File: src/verilog/bcc_regs.svh
`ifndef BCC_REGS_SVH
`define BCC_REGS_SVH

// Status codes, bit2..bit0
`define BCC_ST_IRQ_ACK 3'h0
`define BCC_ST_IO_READ 3'h1
`define BCC_ST_IO_WRITE 3'h2
`define BCC_ST_HALT 3'h3
`define BCC_ST_CODE_READ 3'h4
`define BCC_ST_MEM_READ 3'h5
`define BCC_ST_MEM_WRITE 3'h6
`define BCC_ST_PASSIVE 3'h7

// Bus-grant enable delay window in ns
`define BCC_GRANT_MIN_NS 110
`define BCC_GRANT_MAX_NS 250
`define BCC_CLK_PERIOD_NS 20
// Least time rounds up: ceil(110/20) = 6 cycles
`define BCC_GRANT_CYCLES ((`BCC_GRANT_MIN_NS + `BCC_CLK_PERIOD_NS - 1) / `BCC_CLK_PERIOD_NS)
`define BCC_CNT_W 4

`endif

File: src/verilog/bcc_pkg.sv
package bcc_pkg;

    // Cycle kinds decoded from the status code
    typedef enum logic [2:0] {
        BCC_CYC_NONE,
        BCC_CYC_IRQ_ACK,
        BCC_CYC_IO_READ,
        BCC_CYC_IO_WRITE,
        BCC_CYC_MEM_READ,
        BCC_CYC_MEM_WRITE
    } bcc_cycle_e;

    // Command strobe bundle, all active low
    typedef struct packed {
        logic mem_read_n;
        logic mem_write_n;
        logic early_mem_write_n;
        logic io_read_n;
        logic io_write_n;
        logic early_io_write_n;
        logic irq_ack_n;
    } bcc_cmd_s;

    // Output enables of the command drivers, low while driving
    typedef struct packed {
        logic mem_oe_n;
        logic io_oe_n;
    } bcc_cmd_oe_s;

    // Control outputs
    typedef struct packed {
        logic addr_latch;
        logic xcvr_enable;
        logic xcvr_direction;
        logic cascade_or_periph_enable;
    } bcc_ctl_s;

endpackage : bcc_pkg

File: src/verilog/bcc_grant_timer.sv
`timescale 1ns/10ps
`include "bcc_regs.svh"

// Counts cycles since the bus grant went low; o_granted once the delay passed
module bcc_grant_timer #(
    parameter int CYCLES = `BCC_GRANT_CYCLES
) (
    // Clock and reset
    input wire logic i_core_clk,
    input wire logic i_rst,
    // Grant
    input wire logic i_bus_grant_n,
    output logic o_granted
);
    import bcc_pkg::*;

    localparam logic [`BCC_CNT_W-1:0] LIMIT = CYCLES[`BCC_CNT_W-1:0];

    typedef struct packed {
        logic [`BCC_CNT_W-1:0] cnt;
        logic granted;
    } bcc_tmr_s;

    bcc_tmr_s st_r;
    bcc_tmr_s st_nxt;

    // Grant released clears at once; output drops at the next clock and is not gated by the grant outside
    always_comb begin
        st_nxt = st_r;
        if (i_bus_grant_n) begin
            st_nxt.cnt = '0;
            st_nxt.granted = 1'b0;
        end else if (st_r.cnt != LIMIT) begin
            st_nxt.cnt = st_r.cnt + 1'b1;
        end else begin
            st_nxt.granted = 1'b1;
        end
    end

    // Register stage
    always_ff @(posedge i_core_clk) begin
        if (i_rst) begin
            st_r <= '0;
        end else begin
            st_r <= st_nxt;
        end
    end

    assign o_granted = st_r.granted;

endmodule : bcc_grant_timer

File: src/verilog/bcc_ctrl.sv
`timescale 1ns/10ps
`include "bcc_regs.svh"

module bcc_ctrl (
    // Clock and reset
    input wire logic i_core_clk,
    input wire logic i_rst,
    // Processor status and system inputs
    input wire logic [2:0] i_cycle_status_code,
    input wire logic i_bus_grant_n,
    input wire logic i_command_gate,
    input wire logic i_io_bus_strap,
    // Command strobes and their driver enables
    output bcc_pkg::bcc_cmd_s o_cmd,
    output bcc_pkg::bcc_cmd_oe_s o_cmd_oe,
    // Control outputs
    output bcc_pkg::bcc_ctl_s o_ctl
);
    import bcc_pkg::*;

    typedef enum logic [1:0] {
        BCC_IDLE,
        BCC_ADDR,
        BCC_EARLY,
        BCC_FULL
    } bcc_state_e;

    typedef struct packed {
        bcc_state_e state;
        bcc_cycle_e cycle;
        logic strap;
        bcc_cmd_s cmd;
        bcc_cmd_oe_s oe;
        bcc_ctl_s ctl;
    } bcc_st_s;

    localparam bcc_cmd_s CMD_IDLE = '1;

    bcc_st_s st_r;
    bcc_st_s st_nxt;
    logic granted;

    // Status decode, used at cycle start and to spot its end
    function automatic bcc_cycle_e decode(input logic [2:0] code);
        case (code)
            `BCC_ST_IRQ_ACK: decode = BCC_CYC_IRQ_ACK;
            `BCC_ST_IO_READ: decode = BCC_CYC_IO_READ;
            `BCC_ST_IO_WRITE: decode = BCC_CYC_IO_WRITE;
            `BCC_ST_CODE_READ: decode = BCC_CYC_MEM_READ;
            `BCC_ST_MEM_READ: decode = BCC_CYC_MEM_READ;
            `BCC_ST_MEM_WRITE: decode = BCC_CYC_MEM_WRITE;
            default: decode = BCC_CYC_NONE; // Halt and passive
        endcase
    endfunction : decode

    function automatic logic is_io(input bcc_cycle_e c);
        is_io = (c == BCC_CYC_IO_READ) || (c == BCC_CYC_IO_WRITE) || (c == BCC_CYC_IRQ_ACK);
    endfunction : is_io

    // Bus-grant delay, counted in whole clocks
    bcc_grant_timer #(
        .CYCLES(`BCC_GRANT_CYCLES)
    ) u_grant (
        .i_core_clk(i_core_clk),
        .i_rst(i_rst),
        .i_bus_grant_n(i_bus_grant_n),
        .o_granted(granted)
    );

    // Sequencer: address phase, then read-timed strobes, then full write
    always_comb begin
        logic io_mode;
        logic cmd_ok;
        logic write;
        bcc_cycle_e dec;
        io_mode = st_r.strap;
        dec = decode(i_cycle_status_code);
        write = (st_r.cycle == BCC_CYC_IO_WRITE) || (st_r.cycle == BCC_CYC_MEM_WRITE);
        // I/O-bus mode lets I/O commands bypass arbitration
        cmd_ok = i_command_gate && ((io_mode && is_io(st_r.cycle)) || granted);
        st_nxt = st_r;
        st_nxt.ctl.addr_latch = 1'b0;
        // Drivers float when grant released, except I/O in I/O-bus mode
        st_nxt.oe.mem_oe_n = i_bus_grant_n;
        st_nxt.oe.io_oe_n = i_bus_grant_n && !st_r.strap;
        case (st_r.state)
            BCC_IDLE: begin
                st_nxt.cmd = CMD_IDLE;
                st_nxt.ctl.xcvr_enable = 1'b0;
                // Inactive level: cascade enable low, peripheral enable high
                st_nxt.ctl.cascade_or_periph_enable = st_r.strap;
                // Strap sampled only between cycles; a change on the start edge leaves the address-phase enables on the old strap
                st_nxt.strap = i_io_bus_strap;
                if (dec != BCC_CYC_NONE) begin
                    st_nxt.cycle = dec;
                    st_nxt.state = BCC_ADDR;
                    st_nxt.ctl.addr_latch = 1'b1;
                    // Direction set before enable and held for the cycle
                    st_nxt.ctl.xcvr_direction = (dec == BCC_CYC_IO_WRITE) ||
                        (dec == BCC_CYC_MEM_WRITE);
                    // Cascade enable only in system-bus ack cycle
                    if (!st_r.strap && dec == BCC_CYC_IRQ_ACK) begin
                        st_nxt.ctl.cascade_or_periph_enable = 1'b1;
                    end else begin
                        st_nxt.ctl.cascade_or_periph_enable = st_r.strap;
                    end
                end
            end
            BCC_ADDR: begin
                // Latch strobe falls here, after address settled
                st_nxt.state = BCC_EARLY;
                if (!st_r.strap) begin
                    st_nxt.ctl.cascade_or_periph_enable = 1'b0;
                end
            end
            BCC_EARLY, BCC_FULL: begin
                if (dec == BCC_CYC_NONE) begin
                    st_nxt.state = BCC_IDLE;
                    st_nxt.cmd = CMD_IDLE;
                    st_nxt.ctl.xcvr_enable = 1'b0;
                    st_nxt.ctl.cascade_or_periph_enable = st_r.strap;
                end else if (cmd_ok) begin
                    st_nxt.state = BCC_FULL;
                    case (st_r.cycle)
                        BCC_CYC_MEM_READ: st_nxt.cmd.mem_read_n = 1'b0;
                        BCC_CYC_MEM_WRITE: begin
                            st_nxt.cmd.early_mem_write_n = 1'b0;
                            // Normal write one phase after early write
                            st_nxt.cmd.mem_write_n = (st_r.state != BCC_FULL);
                        end
                        BCC_CYC_IO_READ: st_nxt.cmd.io_read_n = 1'b0;
                        BCC_CYC_IO_WRITE: begin
                            st_nxt.cmd.early_io_write_n = 1'b0;
                            st_nxt.cmd.io_write_n = (st_r.state != BCC_FULL);
                        end
                        BCC_CYC_IRQ_ACK: st_nxt.cmd.irq_ack_n = 1'b0;
                        default: st_nxt.cmd = CMD_IDLE;
                    endcase
                    // Peripheral enable serves I/O cycles in I/O-bus mode
                    if (st_r.strap && is_io(st_r.cycle)) begin
                        st_nxt.ctl.cascade_or_periph_enable = 1'b0;
                        st_nxt.ctl.xcvr_enable = 1'b0;
                    end else begin
                        st_nxt.ctl.xcvr_enable = 1'b1;
                    end
                end else begin
                    // Gate low or grant missing: all forced inactive
                    st_nxt.state = BCC_EARLY;
                    st_nxt.cmd = CMD_IDLE;
                    st_nxt.ctl.xcvr_enable = 1'b0;
                    st_nxt.ctl.cascade_or_periph_enable = st_r.strap;
                end
                if (write != st_nxt.ctl.xcvr_direction) begin
                    st_nxt.ctl.xcvr_direction = write;
                end
            end
            default: begin
                st_nxt.state = BCC_IDLE;
                st_nxt.cmd = CMD_IDLE;
            end
        endcase
    end

    // State register
    always_ff @(posedge i_core_clk) begin
        if (i_rst) begin
            st_r.state <= BCC_IDLE;
            st_r.cycle <= BCC_CYC_NONE;
            st_r.strap <= 1'b0;
            st_r.cmd <= '1;
            st_r.oe <= '1;
            st_r.ctl <= '0;
        end else begin
            st_r <= st_nxt;
        end
    end

    // Outputs straight from flip-flops
    assign o_cmd = st_r.cmd;
    assign o_cmd_oe = st_r.oe;
    assign o_ctl = st_r.ctl;

endmodule : bcc_ctrl

File: config.mk
export PLATFORM = sky130hd
export DESIGN_NAME = bcc_ctrl
export DESIGN_NICKNAME = d
export VERILOG_FILES = /design/src/verilog/bcc_pkg.sv /design/src/verilog/bcc_grant_timer.sv /design/src/verilog/bcc_ctrl.sv
export VERILOG_INCLUDE_DIRS = /design/src /design/src/verilog
export SDC_FILE = /design/constraint.sdc
export NUM_CORES = 1
export LEC_CHECK = 0
export ABC_AREA = 1
export BUFFER_PORTS_ARGS = -buffer_cell sky130_fd_sc_hd__buf_2
export CAP_MARGIN = 20
export CELL_PAD_IN_SITES_DETAIL_PLACEMENT = 0
export CELL_PAD_IN_SITES_GLOBAL_PLACEMENT = 1
export CORE_UTILIZATION = 43
export CTS_CLUSTER_SIZE = 16
export DETAILED_ROUTE_END_ITERATION = 8
export PLACE_DENSITY_LB_ADDON = 0.1
export REMOVE_ABC_BUFFERS = 1
export SYNTH_ARGS = -nofsm -noshare
export SYNTH_HDL_FRONTEND = slang
export SYNTH_SLANG_ARGS = --single-unit
File: constraint.sdc
create_clock -name i_core_clk -period 3.7 [get_ports i_core_clk]
set_clock_uncertainty 0.2 [all_clocks]
set_input_delay 0.555 -clock i_core_clk [delete_from_list [all_inputs] [get_ports i_core_clk]]
set_output_delay 0.555 -clock i_core_clk [all_outputs]
set_load 0.1 [all_outputs]
### Word-level counts from Yosys, hierarchy flattened

Index checks and enable logic that the tools add are counted.

* output and inout bits: 13
* flip-flop bits (word level): 24
* input bits: 8
* word-level logic and storage cells: 106

* add/subtract/negate cells: 1
* equal/unequal tests: 28
* reduce and logical (&&, ||, !) cells: 32
* mux-type cells: 26
* bitwise logic cells: 1

Operators with widths (number)
* $ne A4 B4 Y1 const B: 6
* $reduce_or A4 Y1: 5
* $eq A3 B3 Y1 const B: 6
* $pmux W3 S5: 1
* $mux W7: 2
* $pmux W7 S2: 1
* $reduce_and A2 Y1: 7
* $eq A3 B2 Y1 const B: 4
* $pmux W2 S2: 3
* $mux W1: 11
* $eq A3 B1 Y1 const B: 3
* $ne A2 B2 Y1 const B: 4
* $reduce_or A2 Y1: 4
* $logic_not A3 Y1: 2
* $pmux W1 S2: 3
* $pmux W2 S3: 1
* $logic_or A1 B1 Y1: 5
* $mux W5: 1
* $add A4 B1 Y4 const B: 1
* $eq A2 B2 Y1 const B: 2
* $logic_and A1 B1 Y1: 4
* $mux W2: 2
* $ne A4 B3 Y1 const B: 1
* $pmux W1 S3: 1
* 8 further kinds: 8

### Longest topological paths before layout

* depth after elaboration: 9
* depth in mapped cells: 9
* depth with buffers taken out: 9

### By module

A second synthesis with hierarchy kept.

* cell total of the unflattened synthesis: 174
* area total of the unflattened synthesis: 1237.4 um^2

By module, submodules not included
* bcc_ctrl: area each 989.7 um^2, cells an instance 138, times used 1, seq. area each 380.4 um^2
* bcc_grant_timer: area each 247.7 um^2, cells an instance 36, times used 1, seq. area each 100.1 um^2

### Worst setup path before layout

Ideal clock, no wire load.

* path type: input to register
* start: input i_cycle_status_code[0]
* end: register st_r, in the netlist o_cmd[0]
* path buffers: 0
* stages: 6
* setup slack: 2.181 ns
* required time: 3.377 ns
* data arrival time: 1.196 ns
* setup time: 0.123 ns
* cell sequence: nand2_1 > inv_2 > nor2_2 > nand4_1 > nand3_2 > nand3_1

* cells in the longest elaborated chain, start to end: 6
* elaborated cells on any way between the ends: 13
* those cells by class: eq/ne (6); mux (3); reduce/logical (4)

Ends and longest elaborated chain
* start, declared: RTL line bcc_ctrl.sv:9 `input wire logic [2:0] i_cycle_status_code,`
* $eq A3 B3 Y1: RTL line bcc_ctrl.sv:45 `case (code)`
* $reduce_or A2 Y1 (no source line)
* $pmux W3 S5 *: RTL line bcc_ctrl.sv:45
* $logic_not A3 Y1 *: RTL line bcc_ctrl.sv:117 `if (dec == BCC_CYC_NONE) begin`
* $ne A4 B4 Y1 (no source line) / $mux W7 (equally long branches)
* $reduce_and A2 Y1 (no source line) / $pmux W7 S2 (equally long branches)
* end signal, assigned: RTL line bcc_ctrl.sv:174 `st_r <= st_nxt;`
* end, declared: RTL line bcc_ctrl.sv:39 `bcc_st_s st_r;`

Mark *: on every way between the ends. The rest lies on a longest branch, timed or not.
A chain may end at the register's enable or synchronous reset.

### Final worst setup path

* start: register st_r, in the netlist o_cmd[6]
* end: output o_cmd[6] in the netlist's numbering

RTL lines
* end, declared: RTL line bcc_ctrl.sv:14 `output bcc_pkg::bcc_cmd_s o_cmd,`

No word-level cell between the ends.

==> impl_metrics.tcl <==
set metrics [dict create \
    outcome "completed" \
    ys_seq_area_share_pct 38.6 \
    hold_violations 0 \
    n_fill_cell 306 \
    root_buffer "clkbuf_4" \
    yosys.area.top_type "dfxtp_1" \
    h-tree-depth 1 \
    grt_usage_pct 17.5 \
    netlist_top_cells_area "dfxtp_1, nand2_1, buf_4" \
    setup_viol 0 \
    layout_min_cycle_time_ns 1.86 \
    min_path_cells 3 \
    cp.arrival_ns 1.10 \
    slew_viol_final 0 \
    place_hpwl_mm 1.83 \
    p_leak_nw 0.629 \
    grt_pass1_vias 980 \
    ys_ff_latch 24 \
    portBuffers 20 \
    cp_top_family "buffers and inverters" \
    remaining_drc_errors 0 \
    wl_per_cell_um 11.7 \
    max_freq_mhz 538 \
    die_h_um 55.8 \
    path_buf_inv 1 \
    hold_start "i_bus_grant_n" \
    final_core_util_pct 48.3 \
    drt_iter0_drc 26 \
    yosysWarningCount 0 \
    register_area_um2 480 \
    syn_to_final_growth_pct 7.14 \
    postCtsSetupBuffers 0 \
    clk_pin_slew_worst_paths_ns 0.14 \
    avgSynthCellArea_um2 7.68 \
    maxCapViolCount 0 \
    fin_nets 183 \
    rsz0062_at_grt "no" \
    cts_tree "yes" \
    cts_buffer_depth 2 \
    clock-sinks 24 \
    hp-class "primary input to flop" \
    tns_ns 0 \
    ant_nets 0 \
    vdd_drop_max_uv 382 \
    multi_input_area_um2 587 \
    synth_cells 162 \
    hold_end "o_cmd_oe[0]" \
    netlist.area_leader.share_pct 38.6 \
    max_stage_delay_ns 0.43 \
    firstDrtPassIters 4 \
    yosysUniqueCellTypes 25 \
    worst_pin_slew_ns 0.493 \
    wl_mm 2.37 \
    syn-cell-area_mm2 0.00124 \
    p_per_area_mw_per_mm2 503 \
    relSlewSlack_pct 67.4 \
    grt_first_pass_wirelength_mm 4.26 \
    crit_path_start_kind "flop" \
    r2r-end "o_ctl[0]" \
    io-pin-count 21 \
    crit_path_top_delay_cell "buf_2" \
    crit_path_max_fanout 2 \
    start_util_pct 45.1 \
    cts_buffers 3 \
    cts_resized 0 \
    num_rows 19 \
    fin_crit_sh_pct 50.2 \
    place_congestion 0.835 \
    path_cells "buf_2" \
    setup.worst_path.class "flop to output pin" \
    die_area_mm2 0.00311 \
    rr_worst_depth 7 \
    power_mw 0.670 \
    end_kind "output pin" \
    whs_ns 0.236 \
    grt_max_degree 15 \
    clk_latency_ns 0.32 \
    grt_overflow 0 \
    antennaDiodeCount 0 \
    reg2reg_from "st_r[18]" \
    vias 1014 \
    vias_per_cell 5.00 \
    cp.required_ns 2.94 \
    antenna_found_initial 0 \
    fin_ws_ns 1.84 \
    pre_cts_slack_ns 1.93 \
    die_w_um 55.8 \
    drive_gt1_share_pct 24.4 \
    coreArea_mm2 0.00276 \
    r2r_setup_slack_ns 2.19 \
    cts_hold_buffers 0 \
]
[synth_stat cells, drive strengths merged]
cell type,instances
nand2,38
dfxtp,24
nand3,21
inv,19
buf,14
nor2,13
a21oi,11
o21ai,9
nand4,5
o21bai,3
ha,2
a211oi,1
o21a,1
xnor2,1
[cells in the final DEF (no fill, tap or decap)]
| master | netlist | final |
|---|---|---|
| nand4_1 | 4 | 4 |
| clkbuf_4 | 0 | 3 |
| dfxtp_1 | 24 | 24 |
| a211oi_1 | 1 | 1 |
| nand2_1 | 33 | 33 |
| nor2_8 | 1 | 1 |
| buf_2 | 1 | 20 |
| nand3_2 | 2 | 2 |
| nand2_8 | 1 | 1 |
| inv_4 | 1 | 1 |
| inv_1 | 12 | 12 |
| inv_2 | 6 | 6 |
| nor2_1 | 10 | 10 |
| xnor2_1 | 1 | 1 |
| nand3_1 | 19 | 19 |
| ha_1 | 2 | 2 |
| o21ai_0 | 8 | 8 |
| nand2_4 | 3 | 3 |
| o21bai_1 | 3 | 3 |
| o21a_1 | 1 | 1 |
| o21ai_1 | 1 | 1 |
| nand2_2 | 1 | 1 |
| nand4_4 | 1 | 1 |
| nor2_2 | 2 | 2 |
| bufinv_16 | 0 | 1 |
| a21oi_1 | 11 | 11 |
[routing by layer]
| layer | up-vias | GRT usage, % | part of all wire (%) |
|---|---|---|---|
| met4 | 0 | 7.14 | 1.1 |
| met2 | 15 | 27.9 | 47 |
| met1 | 458 | 23.4 | 49 |
| li1 | 537 | - | - |
| met3 | 4 | 3.26 | 3.1 |
| met5 | - | 0 | 0 |
[metrics by stage]
step | instance area (um2) | std cells
after floorplan | 1140 | 148
after global placement | 1280 | 199
after detailed placement | 1280 | 199
after CTS | 1330 | 203
after global routing | 1330 | 203
final | 1330 | 203
[worst max path at each step]
| stage | startpoint | to | slack [ns] | depth (start not counted) |
|---|---|---|---|---|
| after floorplan | o_ctl[1] | o_ctl[1] | 2.02 | 0 |
| after global placement | i_cycle_status_code[1] | o_cmd[4] | 1.97 | 7 |
| final | o_cmd[6] | o_cmd[6] | 1.84 | 1 |
| after CTS | o_cmd[6] | o_cmd[6] | 1.83 | 1 |
| after detailed placement | i_cycle_status_code[1] | o_cmd[0] | 1.93 | 7 |
| after global routing | o_cmd[2] | o_cmd[2] | 1.79 | 1 |
[power breakdown]
part / total, mW / internal [mW] / leakage, nW / switching [mW]
registers: 0.293 / 0.277 / 0.197 / 0.0155
logic: 0.188 / 0.0416 / 0.404 / 0.147
clock network: 0.189 / 0.110 / 0.0279 / 0.0797
[logic make-up after synthesis]
logic type               synth area share [%]
flip-flops                               38.6
AND/OR/NAND/NOR                          33.4
XOR/XNOR                                0.704
AO/OA/AOI/OAI                            11.1
buffers and inverters                    14.2
adder cells (fa/ha/maj)                  2.01
[cell type report]
type	instances	share of cell area, %
multi-input combinational	105	44.0
sequential	24	36.1
timing repair buffer	20	7.51
inverter	19	5.54
tap	31	2.91
clock inverter	1	2.25
clock buffer	3	1.69
[registers in the layout (all words and copies together) (netlist names)]
register / cells
o_cmd_oe: 2
st_r: 6
u_grant.o_granted: 1
o_cmd: 7
o_ctl: 4
u_grant.st_r: 4
(Power assumes the default switching activity.)
